==> src/rtl/pm_cap_defines.svh <==
// offsets, field positions, fixed values and timing of the pm capability
`ifndef PM_CAP_DEFINES_SVH
`define PM_CAP_DEFINES_SVH

// ---------------------------------------------------------------
// configuration space offsets (byte addresses) and dword index
// ---------------------------------------------------------------
`define PM_CAP_ID_OFFSET       8'hA0
`define PM_NEXT_PTR_OFFSET     8'hA1
`define PM_CAPS_OFFSET         8'hA2
`define PM_CAP_DWORD_INDEX     6'h28

// ---------------------------------------------------------------
// fixed register values
// ---------------------------------------------------------------
`define PM_CAP_ID_VALUE        8'h01
`define PM_NEXT_PTR_VALUE      8'h00
`define PM_CAPS_RESET          16'h7E21

// ---------------------------------------------------------------
// power capabilities word: field positions and values
// ---------------------------------------------------------------
`define PM_PME_MASK_MSB        15
`define PM_PME_MASK_LSB        11
`define PM_PME_MASK_VALUE      5'h0F
`define PM_D2_BIT              10
`define PM_D2_VALUE            1'h1
`define PM_D1_BIT              9
`define PM_D1_VALUE            1'h1
`define PM_RSVD_MSB            8
`define PM_RSVD_LSB            6
`define PM_RSVD_VALUE          3'h0
`define PM_DSI_BIT             5
`define PM_DSI_VALUE           1'h1
`define PM_AUX_BIT             4
`define PM_AUX_VALUE           1'h0
`define PM_PME_NEEDS_HOST_CLOCK_BIT          3
`define PM_PME_NEEDS_HOST_CLOCK_VALUE        1'h0
`define PM_VERSION_MSB         2
`define PM_VERSION_LSB         0
`define PM_VERSION_VALUE       3'h1

// ---------------------------------------------------------------
// dword byte lanes and answer timing
// ---------------------------------------------------------------
`define PM_LANE_ID_LSB         0
`define PM_LANE_NEXT_LSB       8
`define PM_LANE_CAPS_LSB       16
`define PM_ANSWER_CYCLES       1

`endif

==> src/rtl/pm_cap_pkg.sv <==
// types shared by the pm capability register block
package pm_cap_pkg;

    // ---------------------------------------------------------------
    // configuration access sequencer states
    // ---------------------------------------------------------------
    typedef enum logic [1:0] {
        ST_IDLE   = 2'b00,
        ST_ANSWER = 2'b01
    } cfg_state_e;

    typedef logic [7:0]  cfg_byte_t;
    typedef logic [15:0] cfg_half_t;
    typedef logic [31:0] cfg_dword_t;

endpackage

==> src/rtl/pm_cap_word_build.sv <==
// assembles the fixed power-management capability dword from its fields
`timescale 1ns/1ps
`include "pm_cap_defines.svh"

module pm_cap_word_build
    import pm_cap_pkg::*;
(
    output cfg_half_t  o_caps_word,   // power capabilities word
    output cfg_dword_t o_cap_dword    // id, pointer and caps in one dword
);

    // ---------------------------------------------------------------
    // capability word fields
    // ---------------------------------------------------------------
    wire [4:0] pme_state_mask      = `PM_PME_MASK_VALUE;
    wire       pme_from_d3cold     = pme_state_mask[4];
    wire [3:0] pme_from_d3hot_to_d0 = pme_state_mask[3:0];
    wire       d2_state_supported  = `PM_D2_VALUE;
    wire       d1_state_supported  = `PM_D1_VALUE;
    wire [2:0] reserved_bits       = `PM_RSVD_VALUE;
    wire       dev_specific_init   = `PM_DSI_VALUE;
    wire       aux_power_flag      = `PM_AUX_VALUE;
    wire       pme_needs_host_clock = `PM_PME_NEEDS_HOST_CLOCK_VALUE;
    wire [2:0] pm_version          = `PM_VERSION_VALUE;

    // packed in field order, msb first; the result must equal 7E21h
    assign o_caps_word = {pme_from_d3cold, pme_from_d3hot_to_d0,
                          d2_state_supported, d1_state_supported,
                          reserved_bits, dev_specific_init,
                          aux_power_flag, pme_needs_host_clock,
                          pm_version};

    // lane 0 id, lane 1 next pointer, lanes 3:2 capabilities
    assign o_cap_dword = {o_caps_word,
                          cfg_byte_t'(`PM_NEXT_PTR_VALUE),
                          cfg_byte_t'(`PM_CAP_ID_VALUE)};

endmodule

==> src/rtl/pci_pm_capability_regs.sv <==
// read-only power-management capability registers in config space
//
// Operation
// - next-item pointer byte at A1h always reads 00h, single list entry.
// - pme state mask, bits 15..11, reads 01111b.
// - bit 15 reads 0: no pme from d3cold.
// - bits 14..11 read 1: pme from d3hot, d2, d1 and d0.
// - d2 supported flag, bit 10, always reads 1.
// - d1 supported flag, bit 9, always reads 1.
// - reserved bits 8..6 always read 000b.
// - bit 5 reads 1: device-specific initialisation is needed.
// - aux power flag, bit 4, reads 0: own auxiliary supply.
// - pme host clock flag, bit 3, reads 0: no clock needed.
// - version field, bits 2..0, reads 001b.
// - capability id byte at A0h reads 01h.
`timescale 1ns/1ps
`include "pm_cap_defines.svh"

module pci_pm_capability_regs
    import pm_cap_pkg::*;
#(
    parameter int DATA_W = 32           // config data path width
)(
    input  wire logic        i_sys_clk,    // pci clock, 10 mhz
    input  wire logic        i_reset_n,    // pci reset, async, active low
    input  wire logic        i_cfg_req,    // config access strobe, pulse
    input  wire logic        i_cfg_we,     // 1 write, 0 read
    input  wire logic [7:0]  i_cfg_addr,   // config byte address
    input  wire logic [3:0]  i_cfg_be,     // byte enables, active high
    input  wire logic [31:0] i_cfg_wdata,  // write data, discarded
    output logic             o_cfg_ack,    // access answered, pulse
    output logic             o_cfg_hit,    // access fell on this dword
    output logic [31:0]      o_cfg_rdata,  // read data, valid with ack
    output logic [15:0]      o_caps_word   // capabilities word, steady
);

    // ---------------------------------------------------------------
    // elaboration checks
    // ---------------------------------------------------------------
    // the lane layout is fixed to one 32-bit config dword
    generate
        if (DATA_W != 32) begin : g_bad_width
            $error("pm capability block needs a 32-bit data path");
        end
    endgenerate

    // ---------------------------------------------------------------
    // fixed-pattern consistency checks
    // ---------------------------------------------------------------
    // the reset word and the per-field values are kept apart; if one
    // is edited without the other, the steady word would jump from one
    // pattern to the other on the first clock after reset, so both
    // descriptions are held against each other before anything runs
    localparam cfg_half_t  CAPS_RESET = `PM_CAPS_RESET;
    localparam cfg_byte_t  ID_OFFSET  = `PM_CAP_ID_OFFSET;

    // field by field, the reset word must match the built pattern
    generate
        if (CAPS_RESET[`PM_PME_MASK_MSB:`PM_PME_MASK_LSB]
                != `PM_PME_MASK_VALUE) begin : g_bad_pme
            $error("reset word disagrees with the pme state mask");
        end
        if (CAPS_RESET[`PM_D2_BIT] != `PM_D2_VALUE) begin : g_bad_d2
            $error("reset word disagrees with the d2 flag");
        end
        if (CAPS_RESET[`PM_D1_BIT] != `PM_D1_VALUE) begin : g_bad_d1
            $error("reset word disagrees with the d1 flag");
        end
        if (CAPS_RESET[`PM_RSVD_MSB:`PM_RSVD_LSB]
                != `PM_RSVD_VALUE) begin : g_bad_rsvd
            $error("reset word sets reserved bits");
        end
        if (CAPS_RESET[`PM_DSI_BIT] != `PM_DSI_VALUE) begin : g_bad_dsi
            $error("reset word disagrees with the init flag");
        end
        if (CAPS_RESET[`PM_AUX_BIT] != `PM_AUX_VALUE) begin : g_bad_aux
            $error("reset word disagrees with the aux power flag");
        end
        if (CAPS_RESET[`PM_PME_NEEDS_HOST_CLOCK_BIT] != `PM_PME_NEEDS_HOST_CLOCK_VALUE) begin : g_bad_clk
            $error("reset word disagrees with the host clock flag");
        end
        if (CAPS_RESET[`PM_VERSION_MSB:`PM_VERSION_LSB]
                != `PM_VERSION_VALUE) begin : g_bad_ver
            $error("reset word disagrees with the version field");
        end
    endgenerate

    // the decode claims one aligned dword and serves its bytes as lanes
    generate
        if (ID_OFFSET[1:0] != 2'b00) begin : g_bad_align
            $error("capability id must open an aligned dword");
        end
        if (ID_OFFSET[7:2] != `PM_CAP_DWORD_INDEX) begin : g_bad_index
            $error("dword index does not match the id offset");
        end
        if (`PM_NEXT_PTR_OFFSET != ID_OFFSET + 8'h01) begin : g_bad_next
            $error("next pointer must follow the id byte");
        end
        if (`PM_CAPS_OFFSET != ID_OFFSET + 8'h02) begin : g_bad_caps
            $error("capabilities word must follow the next pointer");
        end
        if (`PM_LANE_NEXT_LSB != `PM_LANE_ID_LSB + 8) begin : g_bad_lane1
            $error("next pointer lane out of place");
        end
        if (`PM_LANE_CAPS_LSB != `PM_LANE_ID_LSB + 16) begin : g_bad_lane2
            $error("capabilities lanes out of place");
        end
        // the sequencer has a single answer state, so it cannot stretch
        if (`PM_ANSWER_CYCLES != 1) begin : g_bad_latency
            $error("sequencer answers after exactly one cycle");
        end
    endgenerate

    // ---------------------------------------------------------------
    // fixed contents
    // ---------------------------------------------------------------
    cfg_half_t  caps_word;
    cfg_dword_t cap_dword;
    // sequencer state, declared here since the decode below reads it
    cfg_state_e state_q;
    cfg_state_e state_d;

    pm_cap_word_build u_word_build (
        .o_caps_word (caps_word),
        .o_cap_dword (cap_dword)
    );

    // ---------------------------------------------------------------
    // request decode
    // ---------------------------------------------------------------
    // dword at A0h as the requester sees it:
    //   lane 0 (bits 7:0)    capability id, 01h
    //   lane 1 (bits 15:8)   next-item pointer, 00h
    //   lanes 3:2 (31:16)    power capabilities word, 7E21h
    // neighbouring dwords belong to other registers and are not claimed
    // only the dword holding A0h..A3h is claimed; the low two address
    // bits and the byte enables pick lanes, not registers
    wire dword_hit   = (i_cfg_addr[7:2] == `PM_CAP_DWORD_INDEX);
    wire lane_id     = i_cfg_be[0];
    wire lane_next   = i_cfg_be[1];
    wire lane_caps   = i_cfg_be[2] | i_cfg_be[3];
    wire any_lane    = lane_id | lane_next | lane_caps;

    // a write is acked with zero read data and stores nothing, so the read
    // values can never drift from the fixed pattern
    wire take_req    = i_cfg_req & (state_q == ST_IDLE);
    wire take_read   = take_req & ~i_cfg_we;
    wire take_write  = take_req & i_cfg_we;
    wire write_drop  = take_write & dword_hit & any_lane;

    // ---------------------------------------------------------------
    // read data selection
    // ---------------------------------------------------------------
    // the full dword is returned whatever the byte enables say; the
    // requester keeps only the lanes it asked for
    wire [31:0] read_word = (take_read && dword_hit) ? cap_dword : 32'h0;
    wire [31:0] rdata_d   = read_word;
    wire        hit_d     = take_req & dword_hit;

    // ---------------------------------------------------------------
    // access sequencer
    // ---------------------------------------------------------------
    // every taken access is answered exactly one cycle later; a strobe
    // in the answer cycle is not taken, which keeps answers in order

    always_comb begin
        state_d = state_q;
        case (state_q)
            ST_IDLE: begin
                if (take_req) begin
                    state_d = ST_ANSWER;
                end
            end
            ST_ANSWER: begin
                state_d = ST_IDLE;
            end
            default: begin
                state_d = ST_IDLE;
            end
        endcase
    end

    wire ack_d = (state_d == ST_ANSWER);

    // ---------------------------------------------------------------
    // state and answer flops
    // ---------------------------------------------------------------
    always_ff @(posedge i_sys_clk or negedge i_reset_n) begin
        if (!i_reset_n) begin
            state_q <= ST_IDLE;
        end else begin
            state_q <= state_d;
        end
    end

    // answer outputs come straight from flops
    always_ff @(posedge i_sys_clk or negedge i_reset_n) begin
        if (!i_reset_n) begin
            o_cfg_ack   <= 1'b0;
            o_cfg_hit   <= 1'b0;
            o_cfg_rdata <= 32'h0;
        end else begin
            o_cfg_ack   <= ack_d;
            o_cfg_hit   <= hit_d;
            o_cfg_rdata <= rdata_d;
        end
    end

    // ---------------------------------------------------------------
    // steady capability word
    // ---------------------------------------------------------------
    // reset loads the documented constant; afterwards the flop keeps
    // the built pattern, and a dropped write has no path into it
    always_ff @(posedge i_sys_clk or negedge i_reset_n) begin
        if (!i_reset_n) begin
            o_caps_word <= `PM_CAPS_RESET;
        end else begin
            o_caps_word <= caps_word;
        end
    end

    // write data and the drop flag are deliberately left unread beyond
    // this point: the registers are read-only
    wire unused_ok = ^{i_cfg_wdata, write_drop, i_cfg_addr[1:0]};

endmodule

==> config.mk <==
export PLATFORM = sky130hd
export DESIGN_NAME = pci_pm_capability_regs
export DESIGN_NICKNAME = d
export VERILOG_FILES = /design/src/rtl/pm_cap_pkg.sv /design/src/rtl/pm_cap_word_build.sv /design/src/rtl/pci_pm_capability_regs.sv
export VERILOG_INCLUDE_DIRS = /design/src /design/src/rtl
export SDC_FILE = /design/constraint.sdc
export NUM_CORES = 1
export LEC_CHECK = 0
export BUFFER_PORTS_ARGS = -buffer_cell sky130_fd_sc_hd__buf_4
export CELL_PAD_IN_SITES_DETAIL_PLACEMENT = 0
export CELL_PAD_IN_SITES_GLOBAL_PLACEMENT = 1
export CORE_UTILIZATION = 42
export CTS_CLUSTER_DIAMETER = 120
export CTS_CLUSTER_SIZE = 20
export DETAILED_ROUTE_END_ITERATION = 8
export PLACE_DENSITY = 0.92
export SYNTH_ARGS = -nofsm -noshare
export SYNTH_HDL_FRONTEND = slang
export SYNTH_HIERARCHICAL = 1
export SYNTH_SLANG_ARGS = --single-unit
==> constraint.sdc <==
create_clock -name i_sys_clk -period 4.4 [get_ports i_sys_clk]
set_clock_uncertainty 0.1 [all_clocks]
set_input_delay 0.88 -clock i_sys_clk [delete_from_list [all_inputs] [get_ports i_sys_clk]]
set_output_delay 0.88 -clock i_sys_clk [all_outputs]
set_load 0.02 [all_outputs]
# Yosys cells after proc, flatten, opt, wreduce, memory -nomap -nowiden
# Cells that the tools add are included.
[classes]
n_eq_ne = 2
muxes = 3
n_bitwise = 4
reduce_logical = 2
[op_table]
columns = ["cell", "count"]
rows = [
  ["31-bit 2-to-1 mux", 1],
  ["6-bit equality test, second input constant", 1],
  ["2-bit 2-to-1 mux", 2],
  ["1-bit AND", 3],
  ["2-bit by 1-bit equality test with 1-bit output, second input constant", 1],
  ["2-bit zero test", 1],
  ["1-bit logical AND", 1],
  ["1-bit NOT", 1],
]
[word_totals]
reg_bits = 35
inputBits = 48
word_cells = 15

# Logic depth before layout (Yosys ltp)
[logic_depth]
depth_word = 5
ltp_mapped = 4
ltp_nobuf = 2

# Modules after synthesis
# The synthesis kept the hierarchy.
[modules_own_cells]
columns = ["module", "instances", "cells_each", "area_each_um2", "seq_area_each_um2"]
rows = [
  ["pci_pm_capability_regs", 1, 138, 2079.5, 1311.3],
  ["pm_cap_word_build", 1, 50, 367.9, 0.0],
]

# Worst setup path before layout
# Ideal clock, no wire load.
[synth_timing]
path_type = "input -> register"
start = "in i_cfg_addr[3]"
end = "reg o_cfg_rdata[16]"
arrival_ps = 1883
t_required_ps = 4204
path_slack_ps = 2321
path_stages = 4
path_buffers = 2
path_cell_list = "or4b_1 > buf_6 > buf_12 > nor4_2"
[synth_via]
elab_chain_len = 3
[synth_rtl]
columns = ["element", "line_no", "text"]
rows = [
  ["start: declaration", "pci_pm_capability_regs.sv:28", "input wire logic [7:0] i_cfg_addr,"],
  ["6-bit equality test (no line)", "--", ""],
  ["1-bit logical AND", "pci_pm_capability_regs.sv:156", "wire [31:0] read_word = (take_read && dword_hit) ? cap_dword : 32'h0;"],
  ["31-bit 2-to-1 mux", "pci_pm_capability_regs.sv:156", ""],
  ["via rdata_d[16]", "pci_pm_capability_regs.sv:157", "wire [31:0] rdata_d = read_word;"],
  ["end signal: assignment", "pci_pm_capability_regs.sv:205", "o_cfg_rdata <= rdata_d;"],
  ["end: declaration", "pci_pm_capability_regs.sv:33", "output logic [31:0] o_cfg_rdata,"],
]
# The timed path passes the listed nets, and every way through them passes these cells.

# Final worst setup path
[layout_timing]
start = "in i_cfg_req"
end = "reg o_cfg_rdata[30]"
[layout_via]
elab_chain_len = 4
[layout_rtl]
columns = ["element", "line_no", "text"]
rows = [
  ["start: declaration", "pci_pm_capability_regs.sv:26", "input wire logic i_cfg_req,"],
  ["1-bit AND", "pci_pm_capability_regs.sv:146", "wire take_req = i_cfg_req & (state_q == ST_IDLE);"],
  ["1-bit AND", "pci_pm_capability_regs.sv:147", "wire take_read = take_req & ~i_cfg_we;"],
  ["1-bit logical AND", "pci_pm_capability_regs.sv:156", ""],
  ["31-bit 2-to-1 mux", "pci_pm_capability_regs.sv:156", ""],
  ["via rdata_d[30]", "pci_pm_capability_regs.sv:157", ""],
]
# The timed path passes the listed nets, and every way through them passes these cells.

==> summary.txt <==
GRT
  – First-pass GRT wire length: approximately 5.7 mm
  – GRT overflow: 0
  – GR Util All Layers: 0.120
  – Initial antenna violation count: 0
  – Number of global-route vias before repair: 1251
  – Largest net degree at the start of global routing: 53

Drt
  – DR WL/cell: 10.6 um
  – Antenna Violating Nets Remaining: 0
  – Vias: 1246
  – DR iter-0 viols: 34
  – Drc violations: 0
  – Post-Route WL: approximately 3.3 mm
  – TritonRoute pass-1 iters: 4
  – Via-to-Cell Ratio: 4.01

Placement
  – Placed insts: ~300
  – # port buffers: 59
  – HPWL Detailed: 2.12 mm
  – RD Place Congestion: 0.651

Power
  – Leak: approximately 0.0013 uW
  – Max VDD drop: 0.138 mV
  – Combinational share of power: 0.097
  – Sequential Power Share: 0.579
  – Switching fraction of total power: 0.255
  – Clock Power Share: 0.324
  – Pwr dens: 305 nW/um^2
  – Pwr Total: 849 uW
  – Pint: 632 uW
  – P_sw: 216 uW

STA
  – RSZ-0062 raised after global routing: false
  – Tcrit/Tclk final: 0.492
  – Post-route minimum period: 2.16 ns
  – Hold Violations, Final: 0
  – Maximum clock frequency: 462 MHz
  – Sum Neg Setup Slack: 0 ns
  – Rel. slew slack: 0.248
  – Max-slew violations: 0
  – Worst Max-Slew Pin Slew: 1.13 ns
  – Final setup vio count: 0

Synth
  – Post-Syn Area: 2450 um^2
  – Sequential area share after synthesis: 0.536
  – Synth cell types: 16
  – Yosys reg bits: 52
  – Yosys warns: 6
  – Syn avg cell area: 13.0 um^2
  – Mapped Cells: 188

Floorplanning
  – Die Ht: 78.3 um
  – Core area: 5570 um^2
  – Chip width: 78.3 um
  – Die Area: 6140 um^2
  – Num rows: 27
  – Initial Util: 0.439
  – IO Count: 98

Clock network
  – Clk Latency, worst-skew pair: 0.29 ns
  – CTS Buf Count: 5
  – CTS tree: yes
  – Postcts setup bufs: 0
  – Clock transition at path regs: 0.10 ns
  – Clk root buf: clkbuf_8
  – Clock Tree Buf Depth: 2
  – CTS Sinks: 52
  – CTS hold repair buffers: 0
  – Post-CTS sizing: 0
  – H-tree Lvls: 2

Layout
  – Number of fill cells: 539
  – Share of cells above drive strength 1: 0.452
  – Area Growth Syn to Fin: 13.5%
  – Nets@finish: 286
  – Antenna Cells: 0
  – Util after Layout: 0.499
  – Non-Filler Instances: 311

Worst setup path
  – Data required, critical path: 4.49 ns
  – CP Max Fanout: 35
  – Crit end category: register
  – Reg2reg setup slack: between 2 and 3 ns
  – CP Data Arrival Time: roughly 2.3 ns
  – Critical path type: primary input to register
  – Startpoint Class: primary input

Outcome
  – Status: finished clean

Worst hold path
  – Min-delay worst type: primary input to asynchronous set/reset pin

Flow run
  – MaxCap Viol Count: 0
[metal layers]
layer,GRT usage,share of wire,up-vias
li1,-,-,617
met1,0.133,0.41,581
met2,0.211,0.52,46
met3,0.0384,0.063,2
met4,0.0500,0.0070,0
met5,0,0,-
[cell families after synthesis]
family / count (synthesis) / synth area share
AND/OR/NAND/NOR: 68 / 0.261
other: 3 / 0.00460
flip-flops: 52 / 0.536
buffers and inverters: 65 / 0.199
[final timing paths]
path                                 startpoint                   endpoint  cells past startpoint
max in group asynchronous             i_reset_n  o_cfg_rdata[24]$_DFF_PN0_                      1
setup reg to reg           state_q[1]$_DFF_PN0_  o_cfg_rdata[30]$_DFF_PN0_                      2
hold / removal                        i_reset_n   o_caps_word[1]$_DFF_PN0_                      1
setup / recovery                      i_cfg_req  o_cfg_rdata[30]$_DFF_PN0_                      3
min in group i_sys_clk                 i_cfg_we   o_cfg_rdata[0]$_DFF_PN0_                      3
hold reg to reg            state_q[0]$_DFF_PN0_  o_cfg_rdata[26]$_DFF_PN0_                      2
[flip-flops by register name, indices dropped and copies added (netlist names)]
signal / count
o_caps_word: 16
o_cfg_ack: 1
o_cfg_hit: 1
o_cfg_rdata: 32
state_q: 2
[layout by cell type, fill, tap and decap left out]
cell type / n
buf_4: 60
clkbuf_8: 5
clkinv_4: 1
conb_1: 49
dfrtp_1: 44
dfstp_2: 8
inv_1: 2
inv_6: 2
nand2b_1: 32
nand2b_2: 1
nor3_1: 1
nor4_1: 3
nor4_2: 26
nor4_4: 3
or3b_2: 1
or4b_2: 1
[worst max-delay path: stages]
cell	delay (ns)
buf_4	0.08
or3b_2	0.86
nor4_2	0.41
[stage by stage]
step	setup WS [ns]	cell area, um^2	hold slack [ns]
final	2.24	2780	0.495
after global routing	2.17	2780	0.527
after CTS	2.24	2780	0.503
after detailed placement	1.92	2680	0.842
after global placement	1.95	2680	0.829
after floorplan	2.32	2620	0.484
[power groups by stage]
stage,clock network [uW],logic [uW],registers (uW)
6_report,275,82.3,492
4_1_cts,291,83.0,492
3_3_place_gp,0,81.7,501
5_1_grt,312,92.4,493
3_5_place_dp,0,83.2,501
2_1_floorplan,0,74.8,513
[final cells by class]
| class | instances | area [um^2] | share of cell area |
|---|---|---|---|
| clock buffer | 5 | 68.8 | 0.0248 |
| inverter | 2 | 7.51 | 0.00270 |
| timing repair buffer | 60 | 450 | 0.162 |
| clock inverter | 3 | 26.3 | 0.00946 |
| multi-input combinational | 117 | 825 | 0.297 |
| sequential | 52 | 1310 | 0.472 |
| tap | 72 | 90.1 | 0.0324 |
[cell usage after synthesis]
master	number	area [um^2]
buf_12	3	60.1
buf_2	5	25.0
buf_4	48	360
buf_6	1	11.3
clkbuf_1	6	22.5
conb_1	3	11.3
dfrtp_1	44	1100
dfstp_2	8	210
inv_1	2	7.51
nand2b_1	33	206
nor3_1	1	5.00
nor4_1	3	18.8
nor4_2	26	325
nor4_4	3	63.8
or3b_1	1	8.76
or4b_1	1	10.0
(Power assumes the default switching activity.)
